### src/pradv_pkg.sv
// Constants, field layout and carrier types of the advertising payload framer
package pradv_pkg;

  // ----------------------------------------------------------------
  // Register byte offsets
  // ----------------------------------------------------------------
  localparam logic [7:0] ADDR_PWR = 8'h00;
  localparam logic [7:0] ADDR_GAIN = 8'h04;
  localparam logic [7:0] ADDR_STAT = 8'h08;
  localparam logic [7:0] ADDR_HANDLE = 8'h0c;
  localparam logic [7:0] ADDR_CHAR = 8'h10;
  localparam logic [7:0] ADDR_ALERT = 8'h14;
  localparam logic [7:0] ADDR_CCCD = 8'h18;
  localparam logic [7:0] ADDR_CTRL = 8'h1c;

  // ----------------------------------------------------------------
  // Field positions
  // ----------------------------------------------------------------
  localparam int KNOWN_BIT = 8;
  localparam int STAT_OVIMPL_BIT = 3;
  localparam int STAT_TSET_BIT = 4;
  localparam int STAT_OVPIN_BIT = 5;
  localparam int CTRL_START_BIT = 0;
  localparam int CTRL_DROP_BIT = 1;
  localparam int CTRL_OVP_BIT = 2;
  localparam int IMP_LSB = 5;
  localparam int REBOOT_BIT = 4;
  localparam int OVP_BIT = 3;
  localparam int TSET_BIT = 2;
  localparam int CCCD_NOTIFY_BIT = 0;

  // ----------------------------------------------------------------
  // Reset values
  // ----------------------------------------------------------------
  localparam logic [8:0] PWR_RST = 9'h000;
  localparam logic [8:0] GAIN_RST = 9'h000;
  localparam logic [5:0] STAT_RST = 6'h00;
  localparam logic [15:0] HANDLE_RST = 16'h0001;
  localparam logic [7:0] ALERT_RST = 8'h00;
  localparam logic [1:0] CCCD_RST = 2'h0;

  // ----------------------------------------------------------------
  // Payload encoding
  // ----------------------------------------------------------------
  localparam logic [7:0] AD_FLAGS_LEN = 8'h02;
  localparam logic [7:0] AD_TYPE_FLAGS = 8'h01;
  localparam logic [7:0] FLAG_LTD_DISC = 8'h01;
  localparam logic [7:0] AD_SD_LEN = 8'h07;
  localparam logic [7:0] AD_TYPE_SD = 8'h16;
  localparam logic [15:0] SVC_UUID = 16'hfffe;
  localparam int PAYLOAD_LEN = 11;
  localparam logic [3:0] LAST_IDX = 4'ha;
  localparam logic [7:0] PWR_OFS_DBM = 8'h14;
  localparam logic [7:0] PWR_MAX_DBM = 8'h32;
  localparam logic [7:0] GAIN_OFS_DBI = 8'h05;
  localparam logic [7:0] GAIN_MAX_DBI = 8'h0b;
  localparam logic [4:0] PWR_UNKNOWN = 5'h1f;
  localparam logic [2:0] GAIN_UNKNOWN = 3'h7;
  localparam logic [2:0] IMP_NEVER = 3'h0;
  localparam logic [2:0] IMP_CAT_MAX = 3'h5;
  localparam logic [15:0] HANDLE_ALERT_OFS = 16'h0006;
  localparam logic [15:0] HANDLE_CCCD_OFS = 16'h0007;

  // ----------------------------------------------------------------
  // Types
  // ----------------------------------------------------------------
  typedef struct packed {
    logic [7:0] data;
    logic last;
  } pradv_beat_s;

  typedef enum logic [1:0] {
    ST_IDLE = 2'b01,
    ST_SEND = 2'b10
  } pradv_state_e;

endpackage

### src/pradv_top.sv
// Advertising payload framer of the power receiver with its register slave
// ----------------------------------------------------------------
// Functional notes
// (RULE1) The payload opens with a flags element that marks limited discoverable mode.
// (RULE2) The two bytes after the service data length and type carry service identifier 0xfffe.
// (RULE3) The primary service handle follows the service identifier directly.
// (RULE4) Characteristic handles run consecutively from the primary service handle plus one; the code starts them at the primary service handle plus 6.
// (RULE5) Service data order is identifier, handle, power/gain byte, status byte.
// (RULE6) The power/gain byte holds the power code in bits 7..3 and the gain code in bits 2..0.
// (RULE7) The power code is the power in dBm less 20, or 11111b when unknown.
// (RULE8) The gain code is the gain in dBi less 5, or 111b when unknown; the code also sends 111b for a known 11 dBi.
// (RULE9) The status byte holds impedance shift in 7..5, reboot in 4, overvoltage in 3, time set in 2.
// (RULE10) The reboot bit is 0 after reset and 1 after a dropped connection with no reset.
// (RULE11) The overvoltage bit shows the condition when implemented and is 0 otherwise.
// (RULE12) The time set bit shows whether the time set command is supported.
// (RULE13) The impedance field gives either never-shifts or a category from 1 to 5.
// (RULE14) Impedance codes are 000 never, 001..101 categories, 110 and 111 reserved.
// (RULE15) The alert value is one octet, default 0, readable and notifiable, descriptor at next handle.
// (RULE16) Reserved bits and fields are sent as zero and ignored on receipt.
// ----------------------------------------------------------------
//
// Implementation choices: the placing of the registers and the AHB-Lite slave port.
`timescale 1ns/1ps
`default_nettype none

module pradv_top (
  input wire logic hclk,
  input wire logic hresetn,
  input wire logic hsel,
  input wire logic [31:0] haddr,
  input wire logic [1:0] htrans,
  input wire logic hwrite,
  input wire logic [2:0] hsize,
  input wire logic [31:0] hwdata,
  input wire logic hready,
  output logic hreadyout,
  output logic [31:0] hrdata,
  output logic hresp,
  input wire logic ovp_pin,
  input wire logic adv_ready,
  output logic adv_valid,
  output pradv_pkg::pradv_beat_s adv_beat,
  output logic alert_notify
);

  // ----------------------------------------------------------------
  // Registers
  // ----------------------------------------------------------------
  logic hreadyout_q;
  logic [31:0] hrdata_q;
  logic wr_pend_q;
  logic rd_pend_q;
  logic [7:0] addr_q;
  logic [8:0] pwr_q;
  logic [8:0] gain_q;
  logic [5:0] stat_q;
  logic [15:0] handle_q;
  logic [7:0] alert_q;
  logic [1:0] cccd_q;
  logic reboot_q;
  logic alert_notify_q;
  logic [2:0] ovp_sync_q;
  logic ovp_q;
  pradv_pkg::pradv_state_e state_q;
  logic [3:0] cnt_q;
  logic adv_valid_q;
  pradv_pkg::pradv_beat_s beat_q;
  logic [7:0] snap_q [0:pradv_pkg::PAYLOAD_LEN-1];

  logic addr_ph;
  logic wr_go;
  logic [7:0] wdat;
  logic start_req;
  logic drop_req;
  logic [4:0] pwr_code;
  logic [2:0] gain_code;
  logic [2:0] imp_code;
  logic [7:0] status_byte;
  logic [7:0] payload [0:pradv_pkg::PAYLOAD_LEN-1];
  logic [31:0] rd_mux;

  assign addr_ph = hsel & htrans[1] & hready;
  assign wr_go = wr_pend_q;
  assign wdat = hwdata[7:0];
  assign start_req = wr_go && (addr_q == pradv_pkg::ADDR_CTRL) && hwdata[pradv_pkg::CTRL_START_BIT];
  assign drop_req = wr_go && (addr_q == pradv_pkg::ADDR_CTRL) && hwdata[pradv_pkg::CTRL_DROP_BIT];

  // ----------------------------------------------------------------
  // Bus slave: writes without wait, reads with one wait state
  // ----------------------------------------------------------------
  // The wait on reads lets a write in the previous data phase land first
  always_ff @(posedge hclk or negedge hresetn) begin
    if (!hresetn) begin
      wr_pend_q <= 1'b0;
      rd_pend_q <= 1'b0;
      addr_q <= 8'h00;
      hreadyout_q <= 1'b1;
      hrdata_q <= 32'h0000_0000;
    end else begin
      wr_pend_q <= addr_ph & hwrite;
      if (addr_ph) begin
        addr_q <= haddr[7:0];
      end
      if (addr_ph && !hwrite) begin
        rd_pend_q <= 1'b1;
        hreadyout_q <= 1'b0;
      end else if (rd_pend_q) begin
        rd_pend_q <= 1'b0;
        hreadyout_q <= 1'b1;
        hrdata_q <= rd_mux;
      end
    end
  end

  always_comb begin
    rd_mux = 32'h0000_0000;
    if (addr_q == pradv_pkg::ADDR_PWR) begin
      rd_mux[8:0] = pwr_q;
    end else if (addr_q == pradv_pkg::ADDR_GAIN) begin
      rd_mux[8:0] = gain_q;
    end else if (addr_q == pradv_pkg::ADDR_STAT) begin
      rd_mux[7:0] = {2'h0, stat_q};
    end else if (addr_q == pradv_pkg::ADDR_HANDLE) begin
      rd_mux[15:0] = handle_q;
    end else if (addr_q == pradv_pkg::ADDR_CHAR) begin
      rd_mux = {handle_q + pradv_pkg::HANDLE_CCCD_OFS, handle_q + pradv_pkg::HANDLE_ALERT_OFS}; // RULE4
    end else if (addr_q == pradv_pkg::ADDR_ALERT) begin
      rd_mux[7:0] = alert_q; // RULE15
    end else if (addr_q == pradv_pkg::ADDR_CCCD) begin
      rd_mux[1:0] = cccd_q;
    end else if (addr_q == pradv_pkg::ADDR_CTRL) begin
      rd_mux[2:0] = {ovp_q, reboot_q, adv_valid_q};
    end
  end

  // ----------------------------------------------------------------
  // Configuration registers
  // ----------------------------------------------------------------
  always_ff @(posedge hclk or negedge hresetn) begin
    if (!hresetn) begin
      pwr_q <= pradv_pkg::PWR_RST;
      gain_q <= pradv_pkg::GAIN_RST;
      stat_q <= pradv_pkg::STAT_RST;
      handle_q <= pradv_pkg::HANDLE_RST;
      cccd_q <= pradv_pkg::CCCD_RST;
    end else if (wr_go) begin
      if (addr_q == pradv_pkg::ADDR_PWR) begin
        pwr_q <= hwdata[8:0];
      end else if (addr_q == pradv_pkg::ADDR_GAIN) begin
        gain_q <= hwdata[8:0];
      end else if (addr_q == pradv_pkg::ADDR_STAT) begin
        stat_q <= hwdata[5:0];
      end else if (addr_q == pradv_pkg::ADDR_HANDLE) begin
        handle_q <= hwdata[15:0];
      end else if (addr_q == pradv_pkg::ADDR_CCCD) begin
        cccd_q <= hwdata[1:0];
      end
    end
  end

  // Alert value; a write notifies the peer when notification is enabled
  always_ff @(posedge hclk or negedge hresetn) begin
    if (!hresetn) begin
      alert_q <= pradv_pkg::ALERT_RST; // RULE15
      alert_notify_q <= 1'b0;
    end else begin
      alert_notify_q <= 1'b0;
      if (wr_go && (addr_q == pradv_pkg::ADDR_ALERT)) begin
        alert_q <= wdat; // RULE15
        alert_notify_q <= cccd_q[pradv_pkg::CCCD_NOTIFY_BIT];
      end
    end
  end

  // Only a reset clears it, so a drop can never be lost to a clear
  always_ff @(posedge hclk or negedge hresetn) begin
    if (!hresetn) begin
      reboot_q <= 1'b0; // RULE10
    end else if (drop_req) begin
      reboot_q <= 1'b1; // RULE10
    end
  end

  // ----------------------------------------------------------------
  // Overvoltage pin synchroniser and agreement filter
  // ----------------------------------------------------------------
  always_ff @(posedge hclk or negedge hresetn) begin
    if (!hresetn) begin
      ovp_sync_q <= 3'h0;
      ovp_q <= 1'b0;
    end else begin
      ovp_sync_q <= {ovp_sync_q[1:0], ovp_pin};
      if (ovp_sync_q[1] == ovp_sync_q[2]) begin
        ovp_q <= ovp_sync_q[2];
      end
    end
  end

  // ----------------------------------------------------------------
  // Field encoding
  // ----------------------------------------------------------------
  always_comb begin
    pwr_code = pradv_pkg::PWR_UNKNOWN; // RULE7
    gain_code = pradv_pkg::GAIN_UNKNOWN; // RULE8
    // Out-of-range figures cannot be coded, so they go out as unknown
    if (pwr_q[pradv_pkg::KNOWN_BIT] && pwr_q[7:0] >= pradv_pkg::PWR_OFS_DBM && pwr_q[7:0] < pradv_pkg::PWR_MAX_DBM + 8'h01) begin
      pwr_code = 5'(pwr_q[7:0] - pradv_pkg::PWR_OFS_DBM); // RULE7
    end
    if (gain_q[pradv_pkg::KNOWN_BIT] && gain_q[7:0] >= pradv_pkg::GAIN_OFS_DBI && gain_q[7:0] < pradv_pkg::GAIN_MAX_DBI) begin
      gain_code = 3'(gain_q[7:0] - pradv_pkg::GAIN_OFS_DBI); // RULE8
    end
    // Reserved categories are never sent
    imp_code = (stat_q[2:0] > pradv_pkg::IMP_CAT_MAX) ? pradv_pkg::IMP_NEVER : stat_q[2:0]; // RULE13 RULE14
    status_byte = 8'h00; // RULE16
    status_byte[pradv_pkg::IMP_LSB +: 3] = imp_code; // RULE9
    status_byte[pradv_pkg::REBOOT_BIT] = reboot_q; // RULE10
    status_byte[pradv_pkg::OVP_BIT] = stat_q[pradv_pkg::STAT_OVIMPL_BIT] & ovp_q; // RULE11
    status_byte[pradv_pkg::TSET_BIT] = stat_q[pradv_pkg::STAT_TSET_BIT]; // RULE12
  end

  assign payload[0] = pradv_pkg::AD_FLAGS_LEN; // RULE1
  assign payload[1] = pradv_pkg::AD_TYPE_FLAGS;
  assign payload[2] = pradv_pkg::FLAG_LTD_DISC;
  assign payload[3] = pradv_pkg::AD_SD_LEN;
  assign payload[4] = pradv_pkg::AD_TYPE_SD;
  assign payload[5] = pradv_pkg::SVC_UUID[7:0]; // RULE2
  assign payload[6] = pradv_pkg::SVC_UUID[15:8];
  assign payload[7] = handle_q[7:0]; // RULE3
  assign payload[8] = handle_q[15:8];
  assign payload[9] = {pwr_code, gain_code}; // RULE5 RULE6
  assign payload[10] = status_byte; // RULE5

  // ----------------------------------------------------------------
  // Byte stream; the payload is frozen at start so a frame never mixes settings
  // ----------------------------------------------------------------
  generate
    for (genvar i = 0; i < pradv_pkg::PAYLOAD_LEN; i++) begin : g_snap
      always_ff @(posedge hclk or negedge hresetn) begin
        if (!hresetn) begin
          snap_q[i] <= 8'h00;
        end else if (start_req && state_q == pradv_pkg::ST_IDLE) begin
          snap_q[i] <= payload[i];
        end
      end
    end
  endgenerate

  always_ff @(posedge hclk or negedge hresetn) begin
    if (!hresetn) begin
      state_q <= pradv_pkg::ST_IDLE;
      cnt_q <= 4'h0;
      adv_valid_q <= 1'b0;
      beat_q <= '0;
    end else begin
      case (state_q)
        pradv_pkg::ST_IDLE: begin
          if (start_req) begin
            state_q <= pradv_pkg::ST_SEND;
            cnt_q <= 4'h0;
            adv_valid_q <= 1'b1;
            beat_q <= '{data: payload[0], last: 1'b0};
          end
        end
        pradv_pkg::ST_SEND: begin
          if (adv_ready) begin
            if (cnt_q == pradv_pkg::LAST_IDX) begin
              state_q <= pradv_pkg::ST_IDLE;
              adv_valid_q <= 1'b0;
              beat_q <= '0;
            end else begin
              cnt_q <= cnt_q + 4'h1;
              beat_q <= '{data: snap_q[cnt_q + 4'h1], last: (cnt_q + 4'h1 == pradv_pkg::LAST_IDX)}; // RULE5
            end
          end
        end
        default: begin
          state_q <= pradv_pkg::ST_IDLE;
          adv_valid_q <= 1'b0;
        end
      endcase
    end
  end

  assign hreadyout = hreadyout_q;
  assign hrdata = hrdata_q;
  assign hresp = 1'b0;
  assign adv_valid = adv_valid_q;
  assign adv_beat = beat_q;
  assign alert_notify = alert_notify_q;
endmodule

`default_nettype wire

### config.mk
export PLATFORM = sky130hd
export DESIGN_NAME = pradv_top
export DESIGN_NICKNAME = d
export VERILOG_FILES = /design/src/pradv_pkg.sv /design/src/pradv_top.sv
export SDC_FILE = /design/constraint.sdc
export NUM_CORES = 1
export LEC_CHECK = 0
export ABC_AREA = 0
export BUFFER_PORTS_ARGS = -buffer_cell sky130_fd_sc_hd__buf_2
export CAP_MARGIN = 20
export CORE_MARGIN = 3
export CORE_UTILIZATION = 51
export CTS_BUF_LIST = sky130_fd_sc_hd__clkbuf_16
export DETAILED_ROUTE_END_ITERATION = 7
export HOLD_SLACK_MARGIN = 0.15
export PLACE_DENSITY_LB_ADDON = 0.1
export SLEW_MARGIN = 20
export SYNTH_ARGS = -nofsm -noshare
export SYNTH_HDL_FRONTEND = slang
export SYNTH_SLANG_ARGS = --single-unit
### constraint.sdc
create_clock -name hclk -period 2.7 [get_ports hclk]
set_clock_uncertainty 0.1 [all_clocks]
set_input_delay 0.27 -clock hclk [delete_from_list [all_inputs] [get_ports hclk]]
set_output_delay 0.27 -clock hclk [all_outputs]
set_load 0.005 [all_outputs]
* Word-level counts from Yosys, hierarchy flattened
Cells that the tools add are included.
** Operators by class
- $add $sub $neg :: 5
- Magnitude comparators :: 6
- Equality and inequality tests :: 16
- Multiplexer cells :: 41
- Bitwise gates (word level) :: 10
- Reductions and logical operators :: 23
** Operators with widths (count)
- $mux 24 :: 2
- $mux 23 :: 2
- $mux 9 :: 5
- $add 16x3->16 const B :: 2
- $bmux 8 s4 :: 1
- $eq 8x5->1 const B :: 4
- $mux 16 :: 2
- $mux 8 :: 4
- $pmux 9 s2 :: 1
- $eq 8x4->1 const B :: 2
- $mux 3 :: 4
- $mux 4 :: 3
- $logic_and 1x1->1 :: 10
- $mux 5 :: 2
- $reduce_and 3->1 :: 3
- $eq 4x4->1 const B :: 2
- $eq 8x3->1 const B :: 1
- $ge 8x3->1 const B :: 1
- $ge 8x5->1 const B :: 1
- $logic_not 8->1 :: 1
- $lt 8x4->1 const B :: 1
- $lt 8x6->1 const B :: 1
- $mux 1 :: 8
- $mux 2 :: 4
- 21 further kinds :: 34
** Word-level totals
- Register bits after elaboration :: 149
- Input bits :: 76
- Output and inout port bits :: 45
- Logic and storage cells :: 129

* Logic depth before layout (Yosys ltp)
- Word-level depth :: 9
- Depth in mapped cells :: 10

* Worst setup path before layout
No wires, ideal clock.
- Kind :: register to register
- Start point :: reg cnt_q[0]
- End point :: reg beat_q, in the netlist adv_beat[2]
- Library setup time :: 82 ps
- Arrival :: 2374 ps
- Data required time :: 2518 ps
- Slack :: 144 ps
- Cell stages (with the launch flop) :: 9
- Clock period less this slack :: 2556 ps
- Path through :: dfrtp_1 -> clkbuf_1 -> inv_1 -> ha_1 -> clkbuf_1 -> or2_2 -> clkbuf_1 -> or4b_1 -> a31oi_1
** Between the ends
- Cells in the longest elaborated chain, start to end :: 8
- Elaborated cells between the ends (all ways) :: 9
- Those cells by class :: add/sub: 1; eq/ne: 1; mux: 6; bitwise: 1
** Ends and longest elaborated chain
- from (decl) :: RTL line pradv_top.sv:65 : logic [3:0] cnt_q;
- from (signal assigned) :: RTL line pradv_top.sv:271 : cnt_q <= cnt_q + 4'h1;
- $add 4x1->4 :: RTL line pradv_top.sv:272 : beat_q <= '{data: snap_q[cnt_q + 4'h1], last: (cnt_q + 4'h1 == pradv_pkg::LAST_IDX)};
- $not 4->5 (not written as such) :: RTL line pradv_top.sv:272
- $bmux 8 s4 :: RTL line pradv_top.sv:272
- $mux 8 (not written as such) (2 in a row) :: RTL line pradv_top.sv:272
- $mux 9 * :: RTL line pradv_top.sv:266 : if (cnt_q == pradv_pkg::LAST_IDX) begin
- $mux 9 * :: RTL line pradv_top.sv:265 : if (adv_ready) begin
- $pmux 9 s2 * :: RTL line pradv_top.sv:255 : case (state_q)
- to (signal assigned) :: RTL line pradv_top.sv:261 : beat_q <= '{data: payload[0], last: 1'b0};
- to (signal assigned) :: RTL line pradv_top.sv:272
- to (decl) :: RTL line pradv_top.sv:67 : pradv_pkg::pradv_beat_s beat_q;
Mark *: on every way between the ends. The rest lies on a longest branch, timed or not. The select of a mux whose other input is x is not followed.
A chain may end at the register's enable or synchronous reset.

* Final worst setup path
- Start point :: reg cnt_q[0]
- End point :: reg beat_q, in the netlist adv_beat[6]
Same word-level chain as after synthesis.

==> results summary <==
The flow ran to the end, and the final reports show no timing, DRC or antenna violations. The total via count after detailed routing came out at 5654. The number of enable-type register cells in the synthesized netlist came out at 0. The worst register-to-register path begins at cnt_q[0].

In the global route stage, overall resource usage came out at 24.6%. The instance area at placement came out at 7840 µm². The measured slew at the worst slew-check pin came out at 0.587 ns. The number of global-route vias before repair is 5761.

For this run, asynchronously set or reset flops after synthesis account for 100%. The data required time at the worst endpoint came out at 2.93 ns. The final weighted congestion of routability-driven global placement is 0.916. The H-tree depth came out at 4. The final count of negative-setup-slack endpoints is 0. The final standard cell area without fillers is 8730 µm². For this design the top-level I/O count stands at 121.

The number of buffers inserted by hold repair at cts is 29. The clock net sink count came out at 145. The initial DRC count is 531. Post-CTS timing repair inserted 0 buffers for setup. The initial antenna violation count is 0. The leading cell type in the layout, fill and taps excluded is sky130_fd_sc_hd__dfrtp_1. The floorplan step set the die width to 125 µm.

The maximum fanout encountered on the critical timing path came out at 10. The pre-antenna-repair detailed-routing pass consisted of 5 iterations. The pin count of the biggest net entering global routing came out at 76. The number of port buffers is 75. The cell area after technology mapping is 7240 µm².

After layout, the worst path uses 87.5% of the clock period. In this run the core area contains 42 standard-cell rows. After synthesis, the netlist uses 67 different library cells.

The number of gates resized after CTS was 0. The root buffer cell chosen for the clock tree is sky130_fd_sc_hd__clkbuf_16. In the synthesized netlist the dominant register cell turns out to be sky130_fd_sc_hd__dfrtp_1. The number of pins exceeding their max-slew limit in the final report is 0. The net count after synthesis is 796. The die covers 15700 µm².

The number of instances in the synthesized netlist came out at 709. The path class of the tightest hold or removal check is in2reg. The headroom to the max-slew limit came out at 60.5%. By startpoint and endpoint, the worst setup path is classified as reg2reg. The post-route DRC violation count came out at 0.

The portion of the post-synthesis area used by sequential elements came out at 50.2%. The number of synthesized register bits is 145. The instance count along the most critical hold path is 2. The nature of the critical path endpoint is a flip-flop.

The leakage component of the power came out at 4.05 nW. In this run the most critical hold path is launched from hwdata[0]. For this run, the top clock speed supported by timing is 423 MHz. The starting density of the core came out at 53.4%. In this run, CTS created clock tree buffers numbering 17. The final layout contains routed wiring with a total length of 18.4 mm. The number of warning messages in the yosys log is 0.

For the worst flop-to-flop path, the logic depth is 6. sky130_fd_sc_hd__dfrtp_1 takes more of the synthesized area than any other cell. For this run, global-route usage on met2 was measured as 38.8%. The fraction of post-synthesis cell area in the top cell type by area is 49.1%. Hold timing on the final database bottoms out at a slack of 0.160 ns. The minimum setup slack among reg-to-reg paths is 0.34 ns. The final layout net count is 902.

The count of nets left with antenna violations once routing finished came out at 0. The number of hold violations in the final report is 0. The layout cell share with drive strength beyond 1 is 25.0%. TritonCTS built the clock tree. The final critical delay including setup and external delays is 2.36 ns. After synthesis, the cell types taking the most area are sky130_fd_sc_hd__dfrtp_1 (49%), sky130_fd_sc_hd__mux2_2 (9.3%), sky130_fd_sc_hd__nand2_1 (6.3%). The worst vdd rail ir drop is 0.000539 V. The final sum of negative setup slack is 0 ns. STA classifies the critical path startpoint as a flip-flop.

The clock latency of the later-clocked register in the worst-skew pair is 0.42 ns. The first-pass GRT wire length is 30.6 mm. The clock-pin slew on the worst setup and hold paths came out at 0.06 ns. The routed via count divided by cell count is 5.63.

The tool flagged a number of max-cap violations equal to 0. Setup repair after global routing left no endpoint under its margin. The layer with the highest usage after global routing is met2.

The path with the worst hold slack has its endpoint at pwr_q[0]. The routing usage on met3 came out at 5.03%. The region available for standard cell placement spans 13600 µm². The area growth from synthesis to final layout came out at 20.6%. The maximum clock insertion buffer count came out at 2. The total grt overflow came out at 0.

The routed length per placed instance is 18.4 µm. The destination of the worst register-to-register timing path is adv_beat[6]. The library cells used most frequently in the layout, excluding fill and tap cells, are sky130_fd_sc_hd__dfrtp_1 (142), sky130_fd_sc_hd__nand2_1 (121), sky130_fd_sc_hd__buf_2 (74). The height of the chip is 125 µm.

The total power density per cell area is 721 nW/µm². The sum of net half-perimeters after detailed placement is 13.0 mm. The met1 usage came out at 34.1%. 0 antenna diodes ended up in the layout. The signal arrival time at the worst endpoint came out at 2.60 ns. Each instance of the synthesized netlist takes up on average 10.2 µm².
## where the power goes
part | switching, mW | internal, mW | leakage, nW
sequential | 0.236 | 2.37 | 1.84
clock | 0.881 | 1.52 | 0.295
combinational | 0.698 | 0.595 | 1.91
## flip-flops by register name, indices dropped and copies added, names as in the netlist, 2 cells and up
name,count
addr_q,8
adv_beat,9
alert_q,8
cccd_q,2
cnt_q,4
gain_q,9
handle_q,16
hrdata,32
ovp_sync_q,3
pwr_q,9
snap_q,31
stat_q,6
state_q,2
## stage by stage
step	setup WS [ns]	utilization, %	std cells	power, mW
floorplan	0.144	-	709	3.46
global placement	0.426	57.8	943	3.86
detailed placement	0.395	57.8	943	3.89
CTS	0.369	64.4	1004	6.34
global route	0.0962	64.4	1004	6.62
finish	0.338	64.4	1004	6.30
## worst max-delay path, stage by stage, from the launching register on
cell and delay (ns):
sky130_fd_sc_hd__dfrtp_1 0.40, sky130_fd_sc_hd__inv_1 0.20, sky130_fd_sc_hd__ha_1 0.39, sky130_fd_sc_hd__maj3_1 0.39, sky130_fd_sc_hd__nor4_1 0.46, sky130_fd_sc_hd__o21ai_0 0.21, sky130_fd_sc_hd__o211ai_1 0.13
## per-layer routing
metal  up-vias  routed length, µm
li1       2678                  -
met1      2759               8270
met2       184               8740
met3        33                992
met4         0                426
met5         -                  0
## area by class of cell
class | instances | area [µm²]
timing repair buffer | 127 | 857
clock inverter | 15 | 174
fill | 1127 | 4830
tap | 176 | 220
clock buffer | 17 | 425
multi-input combinational | 499 | 3330
sequential | 145 | 3630
inverter | 25 | 93.8
## logic make-up after synthesis
kind of cell / Yosys count / synth area share [%]
flip-flops: 145 / 50.2
AO/OA/AOI/OAI: 134 / 11.5
adder cells (fa/ha/maj): 13 / 2.18
multiplexers: 75 / 11.4
buffers and inverters: 65 / 4.03
XOR/XNOR: 31 / 3.75
other: 1 / 0.0518
AND/OR/NAND/NOR: 245 / 16.9
## Yosys cell counts, types with 2 or more instances
cell type and instances:
sky130_fd_sc_hd__mux2i_1 14, sky130_fd_sc_hd__o21a_1 2, sky130_fd_sc_hd__nand3_2 4, sky130_fd_sc_hd__buf_6 2, sky130_fd_sc_hd__a21oi_1 27, sky130_fd_sc_hd__buf_4 5, sky130_fd_sc_hd__and3_1 7, sky130_fd_sc_hd__nand2b_1 8
sky130_fd_sc_hd__ha_1 11, sky130_fd_sc_hd__nand2_1 121, sky130_fd_sc_hd__a221oi_1 3, sky130_fd_sc_hd__nor4_1 3, sky130_fd_sc_hd__o21ai_0 52, sky130_fd_sc_hd__nand3b_1 4, sky130_fd_sc_hd__and3b_1 2, sky130_fd_sc_hd__inv_1 25
sky130_fd_sc_hd__nand4_1 6, sky130_fd_sc_hd__a21o_1 2, sky130_fd_sc_hd__a22o_1 5, sky130_fd_sc_hd__o2111ai_1 3, sky130_fd_sc_hd__a211oi_1 2, sky130_fd_sc_hd__dfrtp_1 142, sky130_fd_sc_hd__o221ai_1 2, sky130_fd_sc_hd__buf_2 11
sky130_fd_sc_hd__dfstp_2 3, sky130_fd_sc_hd__and2_1 2, sky130_fd_sc_hd__clkbuf_1 21, sky130_fd_sc_hd__o21ai_1 3, sky130_fd_sc_hd__nor4_4 2, sky130_fd_sc_hd__nor2b_1 6, sky130_fd_sc_hd__nand3_1 19, sky130_fd_sc_hd__a31oi_1 9
sky130_fd_sc_hd__nor3_1 4, sky130_fd_sc_hd__o31ai_1 6, sky130_fd_sc_hd__xnor2_1 13, sky130_fd_sc_hd__nor2_1 44, sky130_fd_sc_hd__a22oi_1 2, sky130_fd_sc_hd__xor2_1 18, sky130_fd_sc_hd__and4_1 2, sky130_fd_sc_hd__maj3_1 2
sky130_fd_sc_hd__o211ai_1 5, sky130_fd_sc_hd__mux2_2 60
## worst max-delay path by stage
stage | from | end
after floorplan | cnt_q[0] | adv_beat[2]
after global placement | cnt_q[0] | adv_beat[2]
after global routing | cnt_q[0] | adv_beat[8]
after detailed placement | cnt_q[0] | adv_beat[2]
final | cnt_q[0] | adv_beat[6]
after CTS | cnt_q[0] | adv_beat[2]
(Power assumes the default switching activity.)
